$ cat src/drive_words_map.vh
// Bit positions, reset values and telegram codes for the drive status and control words
`ifndef DRIVE_WORDS_MAP_VH
`define DRIVE_WORDS_MAP_VH

`define WORD_W            16
`define TEL_W             10
`define TEL_STD1          10'h001
`define TEL_STD20         10'h014
`define TEL_AUX350        10'h15e

`define ST_READY_START    0
`define ST_READY          1
`define ST_OP_EN          2
`define ST_FAULT          3
`define ST_NO_COAST       4
`define ST_NO_FAST        5
`define ST_LOCKOUT        6
`define ST_ALARM          7
`define ST_SPD_TOL        8
`define ST_MASTER_REQ     9
`define ST_SPD_CMP        10
`define ST_LIMIT_N        11
`define ST_BRAKE_OPEN     12
`define ST_MOT_TEMP_N     13
`define ST_CW             14
`define ST_BIT15          15

`define PC_ON             0
`define PC_OP_EN          3
`define PC_FAULT_ACK      7

`define AX_FIXSP_LO       0
`define AX_FIXSP_HI       3
`define AX_DDS_LO         4
`define AX_DDS_HI         5
`define AX_TECH_EN        8
`define AX_DCBRK_EN       9
`define AX_DROOP          11
`define AX_TORQUE         12
`define AX_NO_EXT_FAULT   13
`define AX_CDS_HI         15

`define STATUS_RESET      16'h0030
`define AUX_RESET         16'h2000

`endif

$ cat src/aux_word_decoder.v
// Decoder of the auxiliary control word into drive commands
`timescale 1ns/10ps
`include "drive_words_map.vh"
module aux_word_decoder (
	input  wire        clock,
	input  wire        rst_n,
	input  wire [15:0] aux_word,
	input  wire        aux_active,
	output reg  [3:0]  fixed_setpoint_sel,
	output reg  [1:0]  drive_set_select,
	output reg         cds_upper,
	output reg         tech_ctrl_en,
	output reg         dc_brake_en,
	output reg         droop_en,
	output reg         torque_mode,
	output reg         ext_fault
);
	// Routings fall to default when telegram leaves; external fault held off
	always @(posedge clock) begin
		if (!rst_n || !aux_active) begin
			fixed_setpoint_sel <= 4'h0;
			drive_set_select   <= 2'h0;
			cds_upper          <= 1'b0;
			tech_ctrl_en       <= 1'b0;
			dc_brake_en        <= 1'b0;
			droop_en           <= 1'b0;
			torque_mode        <= 1'b0;
			ext_fault          <= 1'b0;
		end else begin
			fixed_setpoint_sel <= aux_word[`AX_FIXSP_HI:`AX_FIXSP_LO];
			drive_set_select   <= aux_word[`AX_DDS_HI:`AX_DDS_LO];
			tech_ctrl_en       <= aux_word[`AX_TECH_EN];
			dc_brake_en        <= aux_word[`AX_DCBRK_EN];
			droop_en           <= aux_word[`AX_DROOP];
			torque_mode        <= aux_word[`AX_TORQUE];
			ext_fault          <= ~aux_word[`AX_NO_EXT_FAULT];
			cds_upper          <= aux_word[`AX_CDS_HI];
		end
	end
	// Bits 6, 7, 10 and 14 are never looked at
endmodule

$ cat src/drive_status_control_words.v
// Status word packer and auxiliary control word register for the drive
`timescale 1ns/10ps
`include "drive_words_map.vh"
// How it works
// - bit 0: powered, initialised, pulses locked
// - bit 1: on command, no fault and not locked out
// - bit 2: operation enabled, follows setpoint
// - bit 3: fault present, cleared by acknowledge
// - bits 4/5: no coast or quick stop
// - bit 6: switch-on locked out
// - bit 7: alarm present, no acknowledge
// - bit 8: speed deviation inside tolerance
// - bit 9: request master control
// - bit 10: speed at or above comparison
// - bit 11 low: limit reached
// - bit 12: holding brake commanded open
// - bit 13 low: motor overtemperature alarm
// - bit 14: actual speed positive
// - entering telegram 20 switches bit 15 to the lower command set bit
// - aux bits 0-3 select fixed setpoint
// - aux bits 4-5 select drive set
// - aux bit 11 enables droop
// - aux bit 12 selects torque control
// - aux bit 13 low raises external fault
// - aux bit 15 upper command set bit
// - leaving telegram 350 clears routings
module drive_status_control_words (
	input  wire        clock,
	input  wire        rst_n,
	input  wire [9:0]  telegram_sel,
	input  wire        aux_word_we,
	input  wire [15:0] aux_word_in,
	input  wire [15:0] primary_control_word,
	input  wire        supply_ok,
	input  wire        init_done,
	input  wire        pulses_locked,
	input  wire        fault_event,
	input  wire        coast_stop_active,
	input  wire        fast_stop_active,
	input  wire        alarm_active,
	input  wire        speed_in_tol,
	input  wire        master_ctrl_req,
	input  wire        speed_ge_cmp,
	input  wire        limit_reached,
	input  wire        brake_open_cmd,
	input  wire        motor_overtemp,
	input  wire        speed_positive,
	input  wire        inv_overload,
	input  wire        cds_lower,
	output reg  [15:0] drive_status_word_one,
	output reg  [15:0] aux_control_word_three,
	output reg         telegram20_active_r,
	output wire [3:0]  fixed_setpoint_sel,
	output wire [1:0]  drive_set_select,
	output wire        cds_upper,
	output wire        tech_ctrl_en,
	output wire        dc_brake_en,
	output wire        droop_en,
	output wire        torque_mode,
	output wire        ext_fault
);
	reg         fault_r;
	reg         lockout_r;
	reg         ack_prev_r;
	reg  [9:0]  layout_tel_r;
	reg  [15:0] status_nxt;
	wire        ack_rise;
	wire        on_cmd;
	wire        aux_active;

	assign on_cmd     = primary_control_word[`PC_ON];
	assign ack_rise   = primary_control_word[`PC_FAULT_ACK] & ~ack_prev_r;
	assign aux_active = (telegram_sel == `TEL_AUX350);

	// Fault latch: a new event beats an acknowledge in the same cycle
	always @(posedge clock) begin
		if (!rst_n) begin
			fault_r    <= 1'b0;
			lockout_r  <= 1'b0;
			ack_prev_r <= 1'b0;
		end else begin
			ack_prev_r <= primary_control_word[`PC_FAULT_ACK];
			if (fault_event)
				fault_r <= 1'b1;
			else if (ack_rise)
				fault_r <= 1'b0;
			// Lockout after acknowledge with on still set, until on drops
			if (ack_rise && fault_r && on_cmd)
				lockout_r <= 1'b1;
			else if (!on_cmd)
				lockout_r <= 1'b0;
		end
	end

	// layout_tel_r holds the last telegram other than telegram 20
	always @(posedge clock) begin
		if (!rst_n) begin
			layout_tel_r        <= `TEL_STD1;
			telegram20_active_r <= 1'b0;
		end else begin
			telegram20_active_r <= (telegram_sel == `TEL_STD20);
			if (telegram_sel != `TEL_STD20)
				layout_tel_r <= telegram_sel;
		end
	end

	// Pack the status word from the live drive states
	always @* begin
		status_nxt = 16'h0000;
		status_nxt[`ST_READY_START] = supply_ok & init_done & pulses_locked;
		status_nxt[`ST_READY]       = on_cmd & ~fault_r & ~lockout_r;
		status_nxt[`ST_OP_EN]       = on_cmd & ~fault_r & primary_control_word[`PC_OP_EN];
		status_nxt[`ST_FAULT]       = fault_r;
		status_nxt[`ST_NO_COAST]    = ~coast_stop_active;
		status_nxt[`ST_NO_FAST]     = ~fast_stop_active;
		status_nxt[`ST_LOCKOUT]     = lockout_r;
		status_nxt[`ST_ALARM]       = alarm_active;
		status_nxt[`ST_SPD_TOL]     = speed_in_tol;
		status_nxt[`ST_MASTER_REQ]  = master_ctrl_req;
		status_nxt[`ST_SPD_CMP]     = speed_ge_cmp;
		status_nxt[`ST_LIMIT_N]     = ~limit_reached;
		status_nxt[`ST_BRAKE_OPEN]  = brake_open_cmd;
		status_nxt[`ST_MOT_TEMP_N]  = ~motor_overtemp;
		status_nxt[`ST_CW]          = speed_positive;
		// Bit 15 shows cds_lower in telegram 20, otherwise no inverter overload
		if (telegram_sel == `TEL_STD20 && layout_tel_r == `TEL_STD20)
			status_nxt[`ST_BIT15] = cds_lower;
		else if (telegram_sel == `TEL_STD20)
			status_nxt[`ST_BIT15] = cds_lower;
		else
			status_nxt[`ST_BIT15] = ~inv_overload;
	end

	// Registered status word and aux control word storage
	always @(posedge clock) begin
		if (!rst_n) begin
			drive_status_word_one  <= `STATUS_RESET;
			aux_control_word_three <= `AUX_RESET;
		end else begin
			drive_status_word_one <= status_nxt;
			// Leaving the aux telegram restores the safe default
			if (!aux_active)
				aux_control_word_three <= `AUX_RESET;
			else if (aux_word_we)
				aux_control_word_three <= aux_word_in;
		end
	end

	// Command decoding lives in its own module
	aux_word_decoder u_dec (
		.clock              (clock),
		.rst_n              (rst_n),
		.aux_word           (aux_control_word_three),
		.aux_active         (aux_active),
		.fixed_setpoint_sel (fixed_setpoint_sel),
		.drive_set_select   (drive_set_select),
		.cds_upper          (cds_upper),
		.tech_ctrl_en       (tech_ctrl_en),
		.dc_brake_en        (dc_brake_en),
		.droop_en           (droop_en),
		.torque_mode        (torque_mode),
		.ext_fault          (ext_fault)
	);
endmodule

$ cat config.mk
export PLATFORM = sky130hd
export DESIGN_NAME = drive_status_control_words
export DESIGN_NICKNAME = d
export VERILOG_FILES = /design/src/aux_word_decoder.v /design/src/drive_status_control_words.v
export VERILOG_INCLUDE_DIRS = /design/src
export SDC_FILE = /design/constraint.sdc
export NUM_CORES = 1
export LEC_CHECK = 0
export CAP_MARGIN = 40
export CORE_UTILIZATION = 55
export DETAILED_ROUTE_END_ITERATION = 10
export DONT_BUFFER_PORTS = 1
export PLACE_DENSITY = 0.71
export SLEW_MARGIN = 20
export SYNTH_ARGS = -nofsm -noshare
export SYNTH_HDL_FRONTEND = slang
export SYNTH_SLANG_ARGS = --single-unit
$ cat constraint.sdc
create_clock -name clock -period 2.45 [get_ports clock]
set_clock_uncertainty 0.1 [all_clocks]
set_input_delay 0.6125 -clock clock [delete_from_list [all_inputs] [get_ports clock]]
set_output_delay 0.6125 -clock clock [all_outputs]
set_load 0.05 [all_outputs]
# ---- Word-level counts from Yosys, hierarchy flattened
# Cells that the tools add are included.
# Widths: inputs -> output; s select.
dict set report totals {
  ram_bits 0
  mem_count 0
  latchBits 0
  ff_bits 58
  output_inout_bits 45
  elab_cells 49
  romBits 0
}
dict set report classes {
  n_shift 0
  order_cmp 0
  n_reduce_logical 8
  div 0
  n_addsub 0
  eq_ne 5
  n_bitwise 15
  n_mux 6
  multipliers 0
}
# operator n
set op_table {}
lappend op_table {{$eq 10x5->1 const B} 2}
lappend op_table {{$eq 10x9->1 const B} 1}
lappend op_table {{$ne 10x5->1 const B} 1}
lappend op_table {{$not 1->1} 9}
lappend op_table {{$and 1x1->1} 6}
lappend op_table {{$mux 1} 6}
lappend op_table {{$logic_and 1x1->1} 3}
lappend op_table {{$logic_not 1->1} 2}
lappend op_table {{$ne 2x1->1 const B} 1}
lappend op_table {{$reduce_and 2->1} 1}
lappend op_table {{$reduce_bool 2->1} 1}
lappend op_table {{$logic_or 1x1->1} 1}

# ---- Longest topological paths before layout
dict set report logic_depth {
  word_depth 5
  ltp_mapped 4
  mapped_depth_nobuf 3
}

# ---- Hierarchy
# A second synthesis with hierarchy kept.
dict set report unflattened {
  cells_unflattened 133
  hier_area_um2 1542.7
}
# module seq_area_each_um2 cells_each area_per_inst_um2 instances
set modules_own_cells {}
lappend modules_own_cells {drive_status_control_words 720.7 107 1203.7 1}
lappend modules_own_cells {aux_word_decoder 240.2 26 339.1 1}

# ---- Worst setup path before layout
# OpenSTA, ideal clock, no wires.
dict set report synth_timing {
  path_kind {input-to-reg}
  start {input port telegram_sel[0]}
  end {register u_dec.cds_upper}
  t_required_ps 2289
  n_path_buf 1
  path_slack_ps 880
  path_stages 4
  setup_ps 61
  t_arrival_ps 1409
  path_cell_list {nor4b_4 and4_1 buf_2 and2_1}
}
dict set report synth_via {
  elab_chain_len 3
}
# item line_no
set synth_lines {}
lappend synth_lines {{start, declared} drive_status_control_words.v:30} ;# input wire [9:0] telegram_sel,
lappend synth_lines {{$eq 10x9->1 (no line)} --}
lappend synth_lines {{$logic_not 1->1} aux_word_decoder.v:20} ;# if (!rst_n || !aux_active) begin
lappend synth_lines {{$logic_or 1x1->1} aux_word_decoder.v:20}
lappend synth_lines {{end signal, assigned} aux_word_decoder.v:37} ;# cds_upper <= aux_word[`AX_CDS_HI];
lappend synth_lines {{end, declared} aux_word_decoder.v:11} ;# output reg cds_upper,
# Every way passes these cells.
# A chain may end at the register's enable or synchronous reset.

# ---- Worst setup path in the final report
dict set report layout_timing {
  start {register aux_control_word_three[0]}
  end {output port aux_control_word_three[0]}
}
# item line_no
set layout_lines {}
lappend layout_lines {{start, declared} drive_status_control_words.v:51} ;# output reg [15:0] aux_control_word_three,
lappend layout_lines {{start signal, assigned} drive_status_control_words.v:138} ;# aux_control_word_three <= `AUX_RESET;
lappend layout_lines {{start signal, assigned} drive_status_control_words.v:143} ;# aux_control_word_three <= `AUX_RESET;
lappend layout_lines {{start signal, assigned} drive_status_control_words.v:145} ;# aux_control_word_three <= aux_word_in;
# No word-level cell between the ends.

==> results.sh <==
export IMPL_synth_top_cell_by_area="dfxtp_1"
export IMPL_syn_cell_area_sq_um=1500
export IMPL_multi_input_area_sq_um=509
export IMPL_drive_gt1_share_pct=7.41
export IMPL_cts_inserted_buffers=5
export IMPL_htree_levels=2
export IMPL_critPathCapture="aux_control_word_three[0]"
export IMPL_fmax_mhz=572
export IMPL_switching_share_pct=22.1
export IMPL_synth_cell_type_count=19
export IMPL_yosysSeqAreaShare_pct=64.0
export IMPL_ir_drop_uv=563
export IMPL_synth_flop_cell="dfxtp_1"
export IMPL_io_pins=106
export IMPL_antenna_found_initial=0
export IMPL_clockRootBuffer="clkbuf_4"
export IMPL_drcViolationCount=0
export IMPL_portBuffers=0
export IMPL_placed_cells=157
export IMPL_reg2reg_to="aux_control_word_three[0]$_SDFFE_PN0P_"
export IMPL_reg2reg_depth=2
export IMPL_ant_nets=0
export IMPL_fillCellCount=218
export IMPL_layout_setup_ws_ns=0.703
export IMPL_worstHoldPathType="in -> reg"
export IMPL_diodes=0
export IMPL_hold_viol_final=0
export IMPL_drv_cap=0
export IMPL_fin_crit_sh_pct=71.3
export IMPL_synth_seq_cells=48
export IMPL_synthCells=132
export IMPL_area_growth_pct=6.25
export IMPL_async_flop_share_pct=0
export IMPL_dp_slack_ns=0.663
export IMPL_grt_max_degree=18
export IMPL_slew_viol_final=0
export IMPL_final_nets=195
export IMPL_power_density_nw_per_um2=828
export IMPL_die_w_um=54.3
export IMPL_finalCriticalPeriod_ns=1.75
export IMPL_synth_nets=193
export IMPL_cts_setup_buffers=0
export IMPL_fin_util_pct=63.2
export IMPL_track_usage_pct=18.3
export IMPL_crit_path_end_kind="output port"
export IMPL_syn_area_per_cell_sq_um=11.4
export IMPL_rsz0062_at_grt="no"
export IMPL_via_per_inst=5.45
export IMPL_status="complete, no violations"
export IMPL_power_leakage_uw=0.000673
export IMPL_grt_pass1_vias=784
export IMPL_r2r_slack_ns=1.33
export IMPL_seqPwrFrac_pct=64.1
export IMPL_synth_top_area_share_pct=64.0
export IMPL_cp_depth=0
export IMPL_num_vias=899
export IMPL_die_h_um=54.3
export IMPL_seq_area_sq_um=961
export IMPL_die_area_sq_um=2940
export IMPL_p_int_uw=1030
export IMPL_core_area_sq_um=2520
export IMPL_clk_latency_ns=0.34
export IMPL_grt_overflow=0
export IMPL_worstPathRequired_ns=1.74
export IMPL_cts_resized=0
export IMPL_first_iter_violations=10
export IMPL_max_clock_path_buffers=2
export IMPL_yosysWarnings=0
export IMPL_final_setup_tns_ns=0
export IMPL_clkTransAtPathRegs_ns=0.13
export IMPL_wl_um=2540
export IMPL_critPathKind="reg -> out"
export IMPL_p_switching_uw=292
export IMPL_rows=18
export IMPL_critical_path_max_fanout=3
export IMPL_p_comb_share_pct=2.4
export IMPL_cts_tree="built"
export IMPL_critPathLaunch="aux_control_word_three[0]$_SDFFE_PN0P_"
export IMPL_grt_pass1_wl_um=3530
export IMPL_r2r_start="aux_control_word_three[0]$_SDFFE_PN0P_"
export IMPL_cts_sinks=48
export IMPL_yosys_cell_count_top_type="dfxtp_1"
export IMPL_relSlewSlack_pct=63.4
export IMPL_clkPwrFrac_pct=33.5
export IMPL_first_pass_iters=4
export IMPL_setup_viol_count_final=0
export IMPL_whs_ns=0.218
export IMPL_crit_arrival_ns=1.03
export IMPL_cts_hold_buffers=0
export IMPL_synth_edf_count=0
export IMPL_synthTopCellsByCount="dfxtp_1 (48), nor2_1 (21), and2_1 (20)"
export IMPL_initial_core_util_pct=59.5
export IMPL_start_kind="register"
export IMPL_wl_per_cell_um=15.4
export IMPL_worst_pin_slew_ns=0.549
export IMPL_layout_cells_non_filler=165
export IMPL_place_congestion=0.633
export IMPL_synth_top_cells_by_area="dfxtp_1 (64%), mux2i_1 (11%), and2_1 (8.3%)"
export IMPL_dp_hpwl_um=1920
-- sequential cells by signal, summed over array words and instances, names as in the netlist --
signal	flops
u_dec.ext_fault	1
u_dec.cds_upper	1
u_dec.torque_mode	1
u_dec.fixed_setpoint_sel	4
u_dec.tech_ctrl_en	1
ack_prev_r	1
aux_control_word_three	16
lockout_r	1
drive_status_word_one	16
fault_r	1
u_dec.droop_en	1
u_dec.drive_set_select	2
u_dec.dc_brake_en	1
telegram20_active_r	1
-- power by group through the flow --
| stage | Clock [uW] | Combinational (uW) | Sequential (uW) |
|---|---|---|---|
| after floorplan | 0 | 36.2 | 863 |
| after global placement | 0 | 30.5 | 865 |
| after detailed placement | 0 | 32.2 | 865 |
| after CTS | 457 | 32.2 | 848 |
| after global routing | 480 | 36.2 | 849 |
| final | 442 | 31.8 | 847 |
-- cells by family (layout without fill, tap and decap cells) --
kind of cell / Yosys count / count (layout) / share of synthesized area [%]
and+or+nand+nor: 58 / 58 / 21.8
DFF: 48 / 48 / 64.0
muxes: 17 / 17 / 11.3
buffers and inverters: 7 / 10 / 2.08
AOI/OAI and AO/OA: 2 / 2 / 0.750
-- metrics by stage --
stage	area, sq um	power, uW
after global routing	1600	1370
after global placement	1520	895
after floorplan	1500	899
final	1600	1320
after CTS	1600	1340
after detailed placement	1520	897
-- final cells by class --
type,count,share of cell area [%]
clock buffers,5,2.35
clock inverters,3,2.67
inverters,2,0.471
multi-input cells,77,31.9
flip-flops and latches,48,60.2
well taps,30,2.35
-- metal layers --
metal,share of wire [%],routed length [um],vias to the layer above,track usage [%]
met3,9.4,239,8,7.50
met5,0,0,-,0
met4,2.1,54,0,12.8
li1,-,-,431,-
met1,35,892,410,17.7
met2,53,1350,50,31.3
-- worst min path at each step --
stage / from / endpoint / slack [ns] / cells after the start
floorplan: lockout_r$_SDFFE_PN0P_ / drive_status_word_one[1]$_SDFF_PN0_ / 0.31 / 1
global placement: lockout_r$_SDFFE_PN0P_ / drive_status_word_one[1]$_SDFF_PN0_ / 0.33 / 1
detailed placement: lockout_r$_SDFFE_PN0P_ / drive_status_word_one[1]$_SDFF_PN0_ / 0.33 / 1
CTS: limit_reached / drive_status_word_one[11]$_SDFF_PN0_ / 0.20 / 1
global route: limit_reached / drive_status_word_one[11]$_SDFF_PN0_ / 0.18 / 1
finish: limit_reached / drive_status_word_one[11]$_SDFF_PN0_ / 0.22 / 1
-- cell usage in the layout (no fill, tap or decap), drive strengths merged, types with 2 or more instances in the layout --
| master | n |
|---|---|
| clkbuf | 5 |
| nor2 | 21 |
| dfxtp | 48 |
| nand2 | 5 |
| and4 | 3 |
| inv | 2 |
| mux2i | 17 |
| and2 | 20 |
| nand2b | 2 |
Note: power is estimated with default switching activity, not from simulation.
